[src/pcpr_pkg.sv]
/*
 * Shared constants and types for the parallel configuration memory
 * read-out block: register map, field positions, timing counts, pin
 * indices and the packed state records.
 * Assumes a 25 MHz system clock and a 32-bit classic Wishbone master.
 */
`default_nettype none
package pcpr_pkg;
	// register byte offsets
	localparam logic [7:0] REG_CTRL = 8'h00;
	localparam logic [7:0] REG_STATUS = 8'h04;
	localparam logic [7:0] REG_ADDR = 8'h08;
	localparam logic [7:0] REG_LAST = 8'h0C;
	localparam logic [7:0] REG_MPTR = 8'h10;
	localparam logic [7:0] REG_MDATA = 8'h14;

	// control field positions
	localparam int CTRL_REV_LSB = 0;
	localparam int CTRL_CMD_BIT = 2;
	localparam int CTRL_CLKEN_BIT = 3;

	// reset values
	localparam logic [1:0] RST_INT_REV = 2'h0;
	localparam logic RST_CLK_EN = 1'b0;
	localparam logic [5:0] RST_LAST = 6'h3F;

	// storage shape: four revisions of 64 bytes
	localparam int CNT_W = 6;
	localparam int MEM_DEPTH = 256;

	// timing
	localparam int CLK_NS = 40;
	localparam int PULSE_MIN_NS = 300;
	localparam int PULSE_MAX_NS = 500;
	localparam int PULSE_CYC = (PULSE_MIN_NS + CLK_NS - 1) / CLK_NS;
	localparam int CLOCK_OUTPUT_HALF_NS = 80;
	localparam int CLOCK_OUTPUT_HALF_CYC = CLOCK_OUTPUT_HALF_NS / CLK_NS;

	// synchronised pin indices
	localparam int SYNC_W = 8;
	localparam int PIN_CONFIG_CLOCK = 0;
	localparam int PIN_BUSY = 1;
	localparam int PIN_OERST_N = 2;
	localparam int PIN_CE_N = 3;
	localparam int PIN_CF_N = 4;
	localparam int PIN_EXT_EN = 5;
	localparam int PIN_REV_LSB = 6;

	typedef enum logic [1:0] {
		PST_IDLE = 2'h0,
		PST_SAMPLE = 2'h1,
		PST_PULSE = 2'h3
	} pcpr_pst_t;

	typedef struct packed {
		logic [SYNC_W-1:0] meta;
		logic [SYNC_W-1:0] lvl;
		logic [SYNC_W-1:0] old;
	} pcpr_sync_t;

	typedef struct packed {
		logic [CNT_W-1:0] cnt;
		logic done;
		logic [7:0] data;
		logic data_oe;
		logic ceo_n;
		logic [1:0] rev;
		logic [1:0] int_rev;
		logic clk_en;
		logic [CNT_W-1:0] last;
		logic [7:0] wptr;
		pcpr_pst_t pst;
		logic [3:0] pcnt;
		logic cf_oe;
		logic [1:0] dcnt;
		logic clock_output;
		logic ack;
		logic [31:0] rdat;
	} pcpr_state_t;
endpackage
`default_nettype wire

[src/pcpr_sync.sv]
/*
 * Two-flop synchroniser with rising-edge detect for the block's pins.
 * Assumes every input is asynchronous to clk_i; edges are taken from
 * the second and third flops only.
 */
`timescale 1ns/1ps
`default_nettype none
module pcpr_sync
	import pcpr_pkg::*;
(
	input wire logic clk_i,
	input wire logic rst_i,
	input wire logic [SYNC_W-1:0] async_i,
	output logic [SYNC_W-1:0] level_o,
	output logic [SYNC_W-1:0] rise_o
);
	pcpr_sync_t s_q;
	pcpr_sync_t s_d;

	always_comb begin
		s_d = s_q;
		s_d.meta = async_i;
		s_d.lvl = s_q.meta;
		s_d.old = s_q.lvl;
	end

	always_ff @(posedge clk_i) begin
		if (rst_i) begin
			// idle high so no pin shows a false rise on leaving reset
			s_q <= '1;
		end else begin
			s_q <= s_d;
		end
	end

	assign level_o = s_q.lvl;

	for (genvar i = 0; i < SYNC_W; i++) begin : g_edge
		assign rise_o[i] = s_q.lvl[i] & ~s_q.old[i];
	end
endmodule
`default_nettype wire

[src/pcpr_top.sv]
/*
 * Read-out side of a parallel configuration memory: byte stream on the
 * data pins, busy hold, counter reset, cascade enable, configuration
 * pulse with revision sampling, clock output, Wishbone register slave.
 * Assumes all pins are asynchronous to clk_i (25 MHz) and that the
 * configuration clock is at least eight system clocks long.
 */
// Contract
// - one byte per configuration clock rise, counter steps on each valid rise.
// - while busy is high, hold the byte and delay the next step.
// - target chip select and write must be held low externally.
// - output_enable_reset_n low resets the counter to zero.
// - chip_enable_n low keeps data outputs driven.
// - cascade_enable_out_n feeds next memory; clock and data shared.
// - after last byte, drive cascade_enable_out_n low and float data.
// - enable low makes data outputs drive at once, from own counter.
// - counter resets on output_enable_reset_n low or chip_enable_n high.
// - load-target command pulses config_pulse_n low once, 300 to 500 ns.
// - revision latched on config_pulse_n rise, from pins or internal bits.
// - load-target command samples the revision before pulsing.
// - target clock comes from clock_output or an outside source.
// - configuration starts at power up, by program pulse, or command.
// - when reset or disabled, cascade out high and other outputs float; clock_output_o has no enable and stays driven, and config_pulse_n_o ignores disable.
`timescale 1ns/1ps
`default_nettype none
module pcpr_top
	import pcpr_pkg::*;
(
	input wire logic clk_i,
	input wire logic rst_i,
	input wire logic wb_cyc_i,
	input wire logic wb_stb_i,
	input wire logic wb_we_i,
	input wire logic [7:0] wb_adr_i,
	input wire logic [3:0] wb_sel_i,
	input wire logic [31:0] wb_dat_i,
	output logic [31:0] wb_dat_o,
	output logic wb_ack_o,
	input wire logic config_clock_i,
	input wire logic busy_i,
	input wire logic output_enable_reset_n_i,
	input wire logic chip_enable_n_i,
	input wire logic [1:0] revision_select_i,
	input wire logic external_revision_enable_i,
	input wire logic config_pulse_n_i,
	output logic config_pulse_n_o,
	output logic config_pulse_n_oe_o,
	output logic [7:0] data_byte_o,
	output logic data_byte_oe_o,
	output logic cascade_enable_out_n_o,
	output logic clock_output_o
);
	pcpr_state_t s_q;
	pcpr_state_t s_d;
	logic [7:0] mem_q [0:MEM_DEPTH-1];
	logic [SYNC_W-1:0] pin_raw;
	logic [SYNC_W-1:0] pin_lvl;
	logic [SYNC_W-1:0] pin_rise;
	logic [7:0] mem_rd;
	logic [31:0] rd_word;
	logic req;
	logic wr;
	logic enabled;
	logic step;
	logic [1:0] rev_src;

	assign pin_raw = {revision_select_i,
		external_revision_enable_i,
		config_pulse_n_i,
		chip_enable_n_i,
		output_enable_reset_n_i,
		busy_i,
		config_clock_i};

	pcpr_sync u_sync (
		.clk_i(clk_i),
		.rst_i(rst_i),
		.async_i(pin_raw),
		.level_o(pin_lvl),
		.rise_o(pin_rise)
	);

	// each revision owns its own 64-byte window
	assign mem_rd = mem_q[{s_q.rev, s_q.cnt}];

	always_comb begin
		rd_word = 32'h0000_0000;
		unique case (wb_adr_i)
			REG_CTRL: begin
				rd_word[CTRL_REV_LSB +: 2] = s_q.int_rev;
				rd_word[CTRL_CLKEN_BIT] = s_q.clk_en;
			end
			REG_STATUS: begin
				rd_word[1:0] = s_q.rev;
				rd_word[2] = s_q.data_oe;
				rd_word[3] = s_q.ceo_n;
				rd_word[4] = s_q.done;
				rd_word[5] = (s_q.pst != PST_IDLE);
				rd_word[6] = pin_lvl[PIN_BUSY];
			end
			REG_ADDR: begin
				rd_word[CNT_W-1:0] = s_q.cnt;
			end
			REG_LAST: begin
				rd_word[CNT_W-1:0] = s_q.last;
			end
			REG_MPTR: begin
				rd_word[7:0] = s_q.wptr;
			end
			REG_MDATA: begin
				rd_word[7:0] = mem_q[s_q.wptr];
			end
			default: begin
				rd_word = 32'h0000_0000;
			end
		endcase
	end

	always_comb begin
		s_d = s_q;
		req = wb_cyc_i & wb_stb_i;
		// a write lands on the edge where the master sees ack
		wr = req & wb_we_i & s_q.ack & wb_sel_i[0];
		enabled = pin_lvl[PIN_OERST_N] & ~pin_lvl[PIN_CE_N];
		step = pin_rise[PIN_CONFIG_CLOCK] & ~pin_lvl[PIN_BUSY];
		if (pin_lvl[PIN_EXT_EN]) begin
			rev_src = pin_lvl[PIN_REV_LSB +: 2];
		end else begin
			rev_src = s_q.int_rev;
		end

		// bus slave: one wait state, ack for one cycle
		s_d.ack = req & ~s_q.ack;
		if (req & ~s_q.ack) begin
			s_d.rdat = rd_word;
		end
		if (wr) begin
			unique case (wb_adr_i)
				REG_CTRL: begin
					s_d.int_rev = wb_dat_i[CTRL_REV_LSB +: 2];
					s_d.clk_en = wb_dat_i[CTRL_CLKEN_BIT];
				end
				REG_LAST: begin
					s_d.last = wb_dat_i[CNT_W-1:0];
				end
				REG_MPTR: begin
					s_d.wptr = wb_dat_i[7:0];
				end
				REG_MDATA: begin
					s_d.wptr = s_q.wptr + 8'h01;
				end
				default: begin
					s_d.last = s_q.last;
				end
			endcase
		end

		// byte stream toward the target
		if (!enabled) begin
			s_d.cnt = '0;
			s_d.done = 1'b0;
			s_d.data_oe = 1'b0;
			s_d.ceo_n = 1'b1;
		end else begin
			s_d.data = mem_rd;
			if (!s_q.done) begin
				s_d.data_oe = 1'b1;
			end
			// busy high freezes both the byte and the counter
			if (step && !s_q.done) begin
				if (s_q.cnt == s_q.last) begin
					s_d.done = 1'b1;
					s_d.data_oe = 1'b0;
					s_d.ceo_n = 1'b0;
				end else begin
					s_d.cnt = s_q.cnt + 1'b1;
				end
			end
		end

		// revision follows any release of the program line
		if (pin_rise[PIN_CF_N]) begin
			s_d.rev = rev_src;
		end

		// load-target pulse, started by a control register write
		unique case (s_q.pst)
			PST_IDLE: begin
				if (wr && wb_adr_i == REG_CTRL &&
					wb_dat_i[CTRL_CMD_BIT]) begin
					s_d.pst = PST_SAMPLE;
				end
			end
			PST_SAMPLE: begin
				s_d.rev = rev_src;
				s_d.pcnt = 4'(PULSE_CYC - 1);
				s_d.cf_oe = 1'b1;
				s_d.pst = PST_PULSE;
			end
			PST_PULSE: begin
				if (s_q.pcnt == 4'h0) begin
					s_d.cf_oe = 1'b0;
					s_d.pst = PST_IDLE;
				end else begin
					s_d.pcnt = s_q.pcnt - 4'h1;
				end
			end
			default: begin
				s_d.cf_oe = 1'b0;
				s_d.pst = PST_IDLE;
			end
		endcase

		// divided clock for targets without their own source
		if (s_q.clk_en) begin
			if (s_q.dcnt == 2'(CLOCK_OUTPUT_HALF_CYC - 1)) begin
				s_d.dcnt = 2'h0;
				s_d.clock_output = ~s_q.clock_output;
			end else begin
				s_d.dcnt = s_q.dcnt + 2'h1;
			end
		end else begin
			s_d.dcnt = 2'h0;
			s_d.clock_output = 1'b0;
		end
	end

	always_ff @(posedge clk_i) begin
		if (rst_i) begin
			s_q <= '0;
			s_q.ceo_n <= 1'b1;
			s_q.int_rev <= RST_INT_REV;
			s_q.clk_en <= RST_CLK_EN;
			s_q.last <= RST_LAST;
			s_q.pst <= PST_IDLE;
		end else begin
			s_q <= s_d;
		end
	end

	// storage is not reset; software loads it before use
	always_ff @(posedge clk_i) begin
		if (wr && wb_adr_i == REG_MDATA) begin
			mem_q[s_q.wptr] <= wb_dat_i[7:0];
		end
	end

	assign wb_dat_o = s_q.rdat;
	assign wb_ack_o = s_q.ack;
	// open-drain: only ever pulls low
	assign config_pulse_n_o = 1'b0;
	assign config_pulse_n_oe_o = s_q.cf_oe;
	assign data_byte_o = s_q.data;
	assign data_byte_oe_o = s_q.data_oe;
	assign cascade_enable_out_n_o = s_q.ceo_n;
	assign clock_output_o = s_q.clock_output;
endmodule
`default_nettype wire

[config.mk]
export PLATFORM = sky130hd
export DESIGN_NAME = pcpr_top
export DESIGN_NICKNAME = d
export VERILOG_FILES = /design/src/pcpr_pkg.sv /design/src/pcpr_sync.sv /design/src/pcpr_top.sv
export SDC_FILE = /design/constraint.sdc
export NUM_CORES = 2
export LEC_CHECK = 0
export CORE_MARGIN = 5
export CORE_UTILIZATION = 45
export DETAILED_ROUTE_END_ITERATION = 12
export DONT_BUFFER_PORTS = 1
export GPL_ROUTABILITY_DRIVEN = 0
export SLEW_MARGIN = 20
export SYNTH_ARGS = -nofsm -noshare
export SYNTH_HDL_FRONTEND = slang
export SYNTH_SLANG_ARGS = --single-unit
[constraint.sdc]
create_clock -name clk_i -period 6.33 [get_ports clk_i]
set_input_delay 0.633 -clock clk_i [delete_from_list [all_inputs] [get_ports clk_i]]
set_output_delay 0.633 -clock clk_i [all_outputs]
set_load 0.05 [all_outputs]
==> impl_summary.log <==
INFO  metric worst_setup_path_type = register to register
INFO  metric asyncSetResetFlopFracSynth = 0
INFO  metric drv_cap = 0
INFO  metric grt_pass1_vias = between 50000 and 60000
INFO  metric num-fill-cells = 18075
INFO  metric grt_start_max_net_pins = around 260
INFO  metric timing.critical_path.required = just over 7000 ps
INFO  metric route.vias.total = about 62000
INFO  metric utilization = 0.5034
INFO  metric min_period_over_period = 0.7375
INFO  metric clk_transition_reported_paths = about 70 ps
INFO  metric sequential_group_share_of_total_power = 0.526
INFO  metric synth.cell_area = ~100000 um2
INFO  metric cts.repair.resized = 0
INFO  metric clock_sink_count = roughly 2100
INFO  metric antenna_found_initial = 32
INFO  metric synth.top_cell.area_share = 0.6129
INFO  metric fin_skew = around 80 ps
INFO  metric p_switching = roughly 6 mW
INFO  metric hold_path_class = input pin to register
INFO  metric power.share.combinational = 0.011
INFO  metric grt_first_pass_wirelength = 504700 um
INFO  metric number_of_storage_elements_in_the_synthesis_netlist = between 2000 and 2500
INFO  metric ys.flop_type = sky130_fd_sc_hd__edfxtp_1
INFO  metric cts_made_buffers = 224
INFO  metric arrival = roughly 5500 ps
INFO  metric run_status = complete, no violations
INFO  metric die_w = between 400 and 500 um
INFO  metric drtIter0Drc = 10529
INFO  metric floorplan.core_area = between 200000 and 250000 um2
INFO  metric totalWireLength = 374700 um
INFO  metric die_y = slightly below 500 um
INFO  metric endpoint_kind = register
INFO  metric place.detailed.hpwl = 231400 um
INFO  metric grt_overflow = 0
INFO  metric die_area = 232500 um2
INFO  metric drive_gt1_frac = 0.2958
INFO  metric drtPass1Iterations = 8
INFO  metric unrepaired_setup_endpoints_after_global_routing = no
INFO  metric critPathLaunchType = register
INFO  metric post_drt_wl_per_cell = between 40 and 50 um
INFO  metric setup_violations = 0
INFO  metric worst_slew_margin_rel = 0.1192
INFO  metric source_to_sink_clock_delay_at_the_later_pin_of_the_worst_skew_pair = a little over 900 ps
INFO  metric drt_drc_violations_left = 0
INFO  metric synth.distinct_cells = a little under 90
INFO  metric crit_path_cell_trace = buf_4 -> mux4_2 -> a22o_1 -> a221oi_1 -> o22ai_1 -> nor3_1 -> o221ai_1 -> a31o_1
INFO  metric power.static_leakage = 32.78 nW
INFO  metric crit_slowest_cell = sky130_fd_sc_hd__dfxtp_4
INFO  metric clock.fmax = roughly 210 MHz
INFO  metric clockBufferDepth = 3
INFO  metric post_synth.cell_area_avg = about 18 um2
INFO  metric nNetsFinal = around 5600
INFO  metric ys_seq_area_frac = 0.6291
INFO  metric share_clk_of_total_power = 0.463
INFO  metric tightestPinTransition = ~1300 ps
INFO  metric post-layout-total-power = approximately 30 mW
INFO  metric tritoncts = done
INFO  metric fp-row-count = approximately 170
INFO  metric power.density_cell_area = between 200 and 300 nW/um2
INFO  metric timing_max_transition_violations_final = 0
INFO  metric synth.top_cells.by_area = sky130_fd_sc_hd__edfxtp_1 (61%), sky130_fd_sc_hd__mux4_2 (22%), sky130_fd_sc_hd__mux2i_1 (2.5%)
INFO  metric critical_path.max_fanout = 34
INFO  metric report.final.hold_viol_count = 0
INFO  metric syn_inst = around 5400
INFO  metric all_layer_global_routing_usage = 0.3178
INFO  metric setup-tns-final = 0 ps
INFO  metric highest_ir_drop_seen_on_vdd = approximately 0.24 mV
INFO  metric post-synth-top-area-cell = sky130_fd_sc_hd__edfxtp_1
INFO  metric cts-htree-levels = 4
INFO  metric clk_root_buffer_cell = sky130_fd_sc_hd__clkbuf_16
INFO  metric minimum_clock_period = about 4700 ps
INFO  metric count_of_input_and_output_buffers = 0
INFO  metric p_sw_frac = 0.2098
INFO  metric synth_edf_count = approximately 2000
INFO  metric drtAntennaViolNets = 0
INFO  metric floorplan.io_pins = between 100 and 150
INFO  metric dpl-instance-area = about 100000 um2
INFO  metric critical-path-max-stage-delay = roughly 900 ps
INFO  metric final_cell_area = 111800 um2
INFO  metric p_int = 23.22 mW
INFO  metric ys.warnings.count = 0
INFO  metric vias_per_cell = 7.110
INFO  metric synthToLayoutAreaGrowth = 11.41%
INFO  metric initial_core_util = 0.4518
==> final timing paths <==
kind | from | endpoint | slack, ps | depth (start not counted)
worst max-delay path | register | wb_dat_o[3]$_SDFFE_PP0P_ | 1660 | 8
worst min-delay path | wb_dat_i[3] | register | 4 | 2
worst min register to register | u_sync.s_d[8]$_SDFF_PP1_ | u_sync.level_o[0]$_SDFF_PP1_ | 410 | 1
worst max register to register | register | wb_dat_o[3]$_SDFFE_PP0P_ | 1660 | 8
==> registers in the layout, summed over array words and instances (netlist names), named ones only <==
register and cells:
cascade_enable_out_n_o 1, clock_output_o 1, config_pulse_n_oe_o 1, data_byte_o 8, data_byte_oe_o 1, mem_q 2048, s_q 34, u_sync.level_o 8
u_sync.s_d 8, u_sync.s_q 2, wb_ack_o 1, wb_dat_o 8
==> per-stage QoR <==
step                hold slack, ps  instances  setup slack (ps)
floorplan                    389.5       5473              3222
global placement             402.1       8221              1968
detailed placement           395.3       8221              1837
CTS                          1.154       8692              1933
global route                 18.45       8698              1615
finish                       3.758       8709              1662
==> kinds of logic after synthesis <==
family	Yosys count	share of synthesized area
flops	2129	0.6291
mux	1276	0.2516
simple gates	883	0.04024
compound gates	649	0.04550
buf+inv	490	0.03151
xor+xnor	14	0.001222
fa+ha+maj	7	0.0008728
other cells	1	0.00003737
==> layout make-up <==
| cell class | instances | area [um2] | share of cell area |
|---|---|---|---|
| sequential | 2129 | 63160 | 0.5650 |
| tap | 2975 | 3722 | 0.03330 |
| clock inverter | 158 | 1773 | 0.01586 |
| antenna | 13 | 32.53 | 0.0002910 |
| inverter | 20 | 76.32 | 0.0006827 |
| timing repair buffer | 298 | 2920 | 0.02612 |
| multi-input combinational | 2854 | 34320 | 0.3070 |
| clock buffer | 262 | 5791 | 0.05180 |
==> critical path: cells and delay by family, from the launching register on <==
family | cells | cell delay [ps]
multiplexers | 1 | 580
flip-flops | 1 | 890
AO/OA/AOI/OAI | 5 | 1760
buffers and inverters | 1 | 370
AND/OR/NAND/NOR | 1 | 860
==> cells in the final DEF, fill, tap and decap left out, types with 52 or more instances in the layout <==
master and n:
sky130_fd_sc_hd__clkinv_1 52, sky130_fd_sc_hd__buf_4 218, sky130_fd_sc_hd__a22oi_1 145, sky130_fd_sc_hd__nand2_1 186, sky130_fd_sc_hd__clkbuf_16 226, sky130_fd_sc_hd__o22ai_1 64, sky130_fd_sc_hd__nand3_1 64, sky130_fd_sc_hd__a21oi_1 120
sky130_fd_sc_hd__edfxtp_1 2048, sky130_fd_sc_hd__o21ai_0 52, sky130_fd_sc_hd__mux4_2 970, sky130_fd_sc_hd__dfxtp_1 69, sky130_fd_sc_hd__nor2_1 364, sky130_fd_sc_hd__mux2i_1 255
==> layer usage <==
| layer | vias to the layer above | wire (um) | global-route usage |
|---|---|---|---|
| met5 | - | 163 | 0 |
| li1 | 23233 | - | - |
| met2 | 5014 | 162500 | 0.4616 |
| met4 | 26 | 24660 | 0.1635 |
| met3 | 971 | 54460 | 0.1191 |
| met1 | 32673 | 133000 | 0.4206 |
==> power by group through the flow <==
stage | logic (mW) | clock network [mW] | registers, mW
final | 0.337 | 13.6 | 15.5
after global routing | 0.342 | 14.3 | 15.4
after CTS | 0.306 | 13.6 | 15.5
after detailed placement | 0.0916 | 0 | 15.8
after global placement | 0.0915 | 0 | 15.8
after floorplan | 0.101 | 0 | 15.7
==> Yosys cell counts, types with 18 or more instances <==
library cell / number
sky130_fd_sc_hd__mux4_2: 970
sky130_fd_sc_hd__a21oi_1: 120
sky130_fd_sc_hd__buf_4: 89
sky130_fd_sc_hd__or2_2: 23
sky130_fd_sc_hd__nand2b_1: 29
sky130_fd_sc_hd__nor3_1: 41
sky130_fd_sc_hd__nor2b_1: 37
sky130_fd_sc_hd__o22ai_1: 64
sky130_fd_sc_hd__buf_6: 68
sky130_fd_sc_hd__a221oi_1: 33
sky130_fd_sc_hd__clkbuf_1: 144
sky130_fd_sc_hd__a22o_1: 26
sky130_fd_sc_hd__buf_1: 19
sky130_fd_sc_hd__buf_2: 126
sky130_fd_sc_hd__o21ai_0: 52
sky130_fd_sc_hd__a22oi_1: 145
sky130_fd_sc_hd__dfxtp_1: 81
sky130_fd_sc_hd__edfxtp_1: 2048
sky130_fd_sc_hd__mux4_1: 18
sky130_fd_sc_hd__nand2_1: 199
sky130_fd_sc_hd__a211oi_1: 35
sky130_fd_sc_hd__nor2_1: 373
sky130_fd_sc_hd__nand3_1: 68
sky130_fd_sc_hd__nor4_1: 26
sky130_fd_sc_hd__o221ai_1: 32
sky130_fd_sc_hd__and2_1: 20
sky130_fd_sc_hd__a31oi_1: 28
sky130_fd_sc_hd__mux2i_1: 255
sky130_fd_sc_hd__mux2_2: 33
==> what timing repair did <==
item | CTS | global route
hold buffers | 51 | 4
hold endpoints to repair | 849 | 99
buffers inserted | 0 | 0
(Power assumes the default switching activity.)
